==> config.mk <==
export PLATFORM = sky130hd
export DESIGN_NAME = wwdm_top
export DESIGN_NICKNAME = d
export VERILOG_FILES = /design/src/hw/wwdm_pkg.sv /design/src/hw/wwdm_decode.sv /design/src/hw/wwdm_top.sv
export SDC_FILE = /design/constraint.sdc
export NUM_CORES = 1
export LEC_CHECK = 0
export BUFFER_PORTS_ARGS = -buffer_cell sky130_fd_sc_hd__buf_2
export CAP_MARGIN = 40
export CORE_MARGIN = 1.5
export CORE_UTILIZATION = 56
export CTS_CLUSTER_SIZE = 12
export DETAILED_ROUTE_END_ITERATION = 8
export PLACE_DENSITY = 0.82
export SLEW_MARGIN = 10
export SYNTH_ARGS = -nofsm -noshare
export SYNTH_HDL_FRONTEND = slang
export SYNTH_HIERARCHICAL = 1
export SYNTH_SLANG_ARGS = --single-unit
==> constraint.sdc <==
create_clock -name ref_clk -period 4.5 [get_ports ref_clk]
set_input_delay 0.45 -clock ref_clk [delete_from_list [all_inputs] [get_ports ref_clk]]
set_output_delay 0.45 -clock ref_clk [all_outputs]
set_load 0.01 [all_outputs]
==> src/hw/wwdm_pkg.sv <==
// Package for the windowed watchdog mode configuration block
// Assumes a single 8-bit mode register reached over a plain strobe port
`default_nettype none
package wwdm_pkg;
  localparam logic [31:0] MODE_ADDR = 32'h4000070c;
  localparam logic [7:0] MODE_RESET = 8'h0f;
  localparam logic [7:0] MODE_RMASK = 8'h77;
  localparam int OVF_LSB = 4;
  localparam int ERM_BIT = 2;
  localparam int WS_LSB = 0;
  localparam int OVF_EXP_BASE = 9;
  localparam logic [7:0] UNMAPPED_RD = 8'h00;
  typedef enum logic [1:0] {WWDM_OPEN, WWDM_LOCKED, WWDM_RUNNING} wwdm_phase_t;
endpackage : wwdm_pkg
`default_nettype wire

==> src/hw/wwdm_decode.sv <==
// Decodes the pending mode value into interval and window lengths in count-clock periods
// Assumes a mode byte already registered in the same clock domain
`default_nettype none
module wwdm_decode (
  input wire logic [7:0] mode,
  output logic [16:0] interval_len,
  output logic [16:0] window_len,
  output logic reset_action
);
  logic [2:0] ovf;
  logic [1:0] ws;
  logic [18:0] prod;

  assign ovf = mode[wwdm_pkg::OVF_LSB +: 3];
  assign ws = mode[wwdm_pkg::WS_LSB +: 2];
  assign interval_len = 17'(17'h00001 << (wwdm_pkg::OVF_EXP_BASE + int'(ovf)));
  // Quarter steps of the interval: 25, 50, 75, 100 percent
  assign prod = 19'(interval_len) * 19'({1'b0, ws} + 3'h1);
  assign window_len = prod[18:2];
  assign reset_action = mode[wwdm_pkg::ERM_BIT];
endmodule : wwdm_decode
`default_nettype wire

==> src/hw/wwdm_top.sv <==
// Mode configuration front end of a windowed watchdog
// Assumes a counting core that supplies a one-cycle trigger pulse on ref_clk
//
// Implementation choice: the address-and-strobe port.
`default_nettype none
module wwdm_top (
  input wire logic ref_clk,
  input wire logic reset_n,
  input wire logic clk_en,
  input wire logic [31:0] addr,
  input wire logic [7:0] wdata,
  input wire logic wr_stb,
  input wire logic rd_stb,
  output logic [7:0] rdata,
  input wire logic wdt_trigger,
  output logic [16:0] interval_len,
  output logic [16:0] window_len,
  output logic err_nmi,
  output logic err_reset,
  output logic mode_error
);

  ////////////////////////////////////////////////////////////////////////////
  typedef struct packed {
    wwdm_pkg::wwdm_phase_t phase;
    logic [7:0] pend;
    logic [7:0] act;
    logic [7:0] rdata;
    logic [16:0] ilen;
    logic [16:0] wlen;
    logic nmi;
    logic rst;
    logic err;
  } wwdm_state_t;

  wwdm_state_t st_r;
  wwdm_state_t st_nxt;
  logic [16:0] dec_ilen;
  logic [16:0] dec_wlen;
  logic dec_rst;
  logic hit;
  logic bad_write;

  // Decode from the pending value: it becomes active on the next trigger
  wwdm_decode u_dec (
    .mode(st_r.pend),
    .interval_len(dec_ilen),
    .window_len(dec_wlen),
    .reset_action(dec_rst)
  );

  ////////////////////////////////////////////////////////////////////////////
  always_comb begin
    st_nxt = st_r;
    hit = 1'b0;
    bad_write = 1'b0;
    st_nxt.nmi = 1'b0;
    st_nxt.rst = 1'b0;
    st_nxt.err = 1'b0;
    if (addr == wwdm_pkg::MODE_ADDR) begin
      hit = 1'b1;
    end
    if (rd_stb) begin
      if (hit) begin
        st_nxt.rdata = st_r.pend & wwdm_pkg::MODE_RMASK;
      end else begin
        st_nxt.rdata = wwdm_pkg::UNMAPPED_RD;
      end
    end
    if (wr_stb && hit) begin
      case (st_r.phase)
        wwdm_pkg::WWDM_OPEN: begin
          st_nxt.pend = wdata & wwdm_pkg::MODE_RMASK;
          st_nxt.phase = wwdm_pkg::WWDM_LOCKED;
        end
        default: begin
          // Further writes never change the value; only a mismatch after start errs
          if (st_r.phase == wwdm_pkg::WWDM_RUNNING &&
              (wdata & wwdm_pkg::MODE_RMASK) != st_r.pend) begin
            bad_write = 1'b1;
          end
        end
      endcase
    end
    if (wdt_trigger) begin
      st_nxt.act = st_r.pend;
      st_nxt.ilen = dec_ilen;
      st_nxt.wlen = dec_wlen;
      st_nxt.phase = wwdm_pkg::WWDM_RUNNING;
    end
    if (bad_write) begin
      st_nxt.err = 1'b1;
      st_nxt.rst = st_r.act[wwdm_pkg::ERM_BIT];
      st_nxt.nmi = ~st_r.act[wwdm_pkg::ERM_BIT];
    end
  end

  always_ff @(posedge ref_clk) begin
    if (!reset_n) begin
      st_r <= '{phase: wwdm_pkg::WWDM_OPEN, pend: wwdm_pkg::MODE_RESET,
                act: wwdm_pkg::MODE_RESET, rdata: 8'h00,
                ilen: 17'h10000, wlen: 17'h10000,
                nmi: 1'b0, rst: 1'b0, err: 1'b0};
    end else if (clk_en) begin
      st_r <= st_nxt;
    end
  end

  assign rdata = st_r.rdata;
  assign interval_len = st_r.ilen;
  assign window_len = st_r.wlen;
  assign err_nmi = st_r.nmi;
  assign err_reset = st_r.rst;
  assign mode_error = st_r.err;
endmodule : wwdm_top
`default_nettype wire

==> results.py <==
metrics = {
    "status": {
        "outcome": "finished, final reports clean",
    },
    "pwr": {
        "p_leak_nw": 2.11,
        "peakVddDrop_mv": 0.133,
        "power.total_mw": 1.01,
        "power_density_mw_per_mm2": 220,
    },
    "cts": {
        "clk_path_buf_depth": 2,
        "cts_buffers": 5,
        "cts_resized": 0,
        "cts_setup_buffers": 0,
        "path_clk_slew_ns": 0.10,
        "cts_tree": "done",
        "cts_max_level": 2,
        "clock_latency_ns": 0.31,
        "hold_buffers": 0,
        "cts-root-buf": "clkbuf_8",
        "cts_sinks": 53,
    },
    "route": {
        "post-route-drc-count": 0,
        "dr_wl_met2_um": 4300,
        "via_per_inst": 5.35,
        "drt-pass1-iter-count": 4,
        "finalWirelength_um": 9000,
        "vias": 3625,
        "wl_per_cell_um": 13.3,
        "ant_nets": 0,
        "drt_iter0_markers": 203,
        "drt-met1-wl_um": 4100,
        "dr_wl_met3_um": 546,
        "dr.max_layer_used": "met4",
    },
    "placed_design": {
        "portBuffers": 86,
        "hpwl_um": 6990,
        "pre_cts_ws_ns": 0.391,
        "place_area_mm2": 0.00447,
        "routabilityCongestion": 0.885,
        "dp.cells": 670,
    },
    "setup_path": {
        "worst_ep_required_time_ns": 4.75,
        "worst_setup_path_end_kind": "register",
        "rr_startpoint": "st_r[57]",
        "cp.arrival_ns": 4.42,
        "cp_max_fo": 11,
        "crit_start": "st_r[57]",
        "max_stage_delay_ns": 0.53,
        "timing_worst_setup_path_type": "reg -> reg",
        "crit_chain": "and2_1 -> ha_1 -> or2b_1 -> nor3_1 -> nand2_1 -> fa_1 -> inv_1 -> ha_1 -> a21o_1 -> a31o_1 -> a21oi_1 -> a2111oi_0 -> a2111oi_1 -> nand2_1 -> nand3_1",
        "start_kind": "register",
        "crit_slowest_cell": "fa_1",
    },
    "floorplan": {
        "core-area_mm2": 0.00729,
        "initial_core_util_pct": 58.0,
        "io_pins": 91,
        "die_h_um": 89.9,
        "die_area_mm2": 0.00808,
        "rows": 31,
        "die_x_um": 89.9,
    },
    "sta": {
        "period_needed_ns": 4.17,
        "worstMarginPinSlew_ns": 0.823,
        "max_freq_mhz": 240,
        "post-route-period-util_pct": 92.6,
        "rsz0062_at_grt": "no",
        "setup_viol": 0,
        "slew_viol_final": 0,
        "hold_viol_final": 0,
        "worst_slew_margin_rel_pct": 45.1,
        "clock_skew_ns": 0.00568,
        "fin_ws_ns": 0.333,
        "fin_tns_setup_ns": 0,
    },
    "finish": {
        "area_growth_pct": 8.38,
        "final_cell_count_no_fill": 678,
        "num_antenna_cells": 0,
        "fin_area_mm2": 0.00458,
        "multi_input_area_mm2": 0.00269,
        "final_cell_mix": "120 x nand2_1, 86 x buf_2, 53 x dfxtp_1",
        "drive_gt1_share_pct": 20.6,
        "ff_latch_area_mm2": 0.00106,
        "fillers": 635,
        "nets": 659,
        "final_common_cell": "nand2_1",
    },
    "grt": {
        "antenna_found_initial": 0,
        "grt_remaining_overflow": 0,
        "grt_use_total_pct": 22.4,
        "grt_pass1_vias": 3332,
        "grt_start_max_net_pins": 59,
        "grt_pass1_wl_um": 15100,
    },
    "yosys": {
        "yosysWarningCount": 6,
        "synthCells": 525,
        "syn_area_per_cell_um2": 8.05,
        "syn_area_mm2": 0.00423,
    },
    "hold_path": {
        "worst_hold_startpoint": "wdata[5]",
        "hold_class": "in -> reg",
    },
    "flow_run": {
        "cap_viol_max_count": 0,
    },
}
## sequential cells by signal (all words and copies together) (netlist names)
signal	flops
err_reset	1
mode_error	1
interval_len	17
st_r	10
window_len	17
err_nmi	1
rdata	6
## worst max-delay path, delay by kind of cell, from the launching register on
kind	cells	cell delay (ns)
and+or+nand+nor	6	1.26
adders and majority gates	3	1.23
AOI/OAI and AO/OA	5	1.14
DFF	1	0.42
buffers and inverters	1	0.04
## worst paths after layout
kind / end / slack [ns] / depth (start not counted)
setup reg to reg: window_len[16] / 0.33 / 15
hold reg to reg: err_reset / 0.46 / 2
setup / recovery: window_len[16] / 0.33 / 15
hold / removal: st_r[58] / 0.40 / 3
## where the power goes
group / switching [mW] / total [mW] / leakage (nW) / internal (mW)
registers: 0.00622 / 0.488 / 0.430 / 0.481
clock network: 0.158 / 0.325 / 0.0554 / 0.167
logic: 0.112 / 0.194 / 1.62 / 0.0826
## cell type report
cell class,count,area share [%]
Timing Repair Buffer,92,10.5
Sequential cell,53,23.2
Tap cell,99,2.70
Clock inverter,2,0.847
Multi-Input combinational cell,395,58.6
Inverter,31,2.54
Clock buffer,6,1.58
## layer usage
metal | up-vias | global-route usage, %
met4 | 0 | 5.95
met1 | 1689 | 30.4
met3 | 5 | 3.13
met2 | 137 | 37.5
met5 | - | 0
li1 | 1794 | -
## per-stage QoR
step           hold WS [ns]  utilization (%)
2_1_floorplan         0.423                -
3_3_place_gp          0.429             61.1
3_5_place_dp          0.445             61.3
4_1_cts               0.390             62.8
5_1_grt               0.388             62.8
6_report              0.400             62.8
No activity file was read; power rests on OpenSTA's default activity.
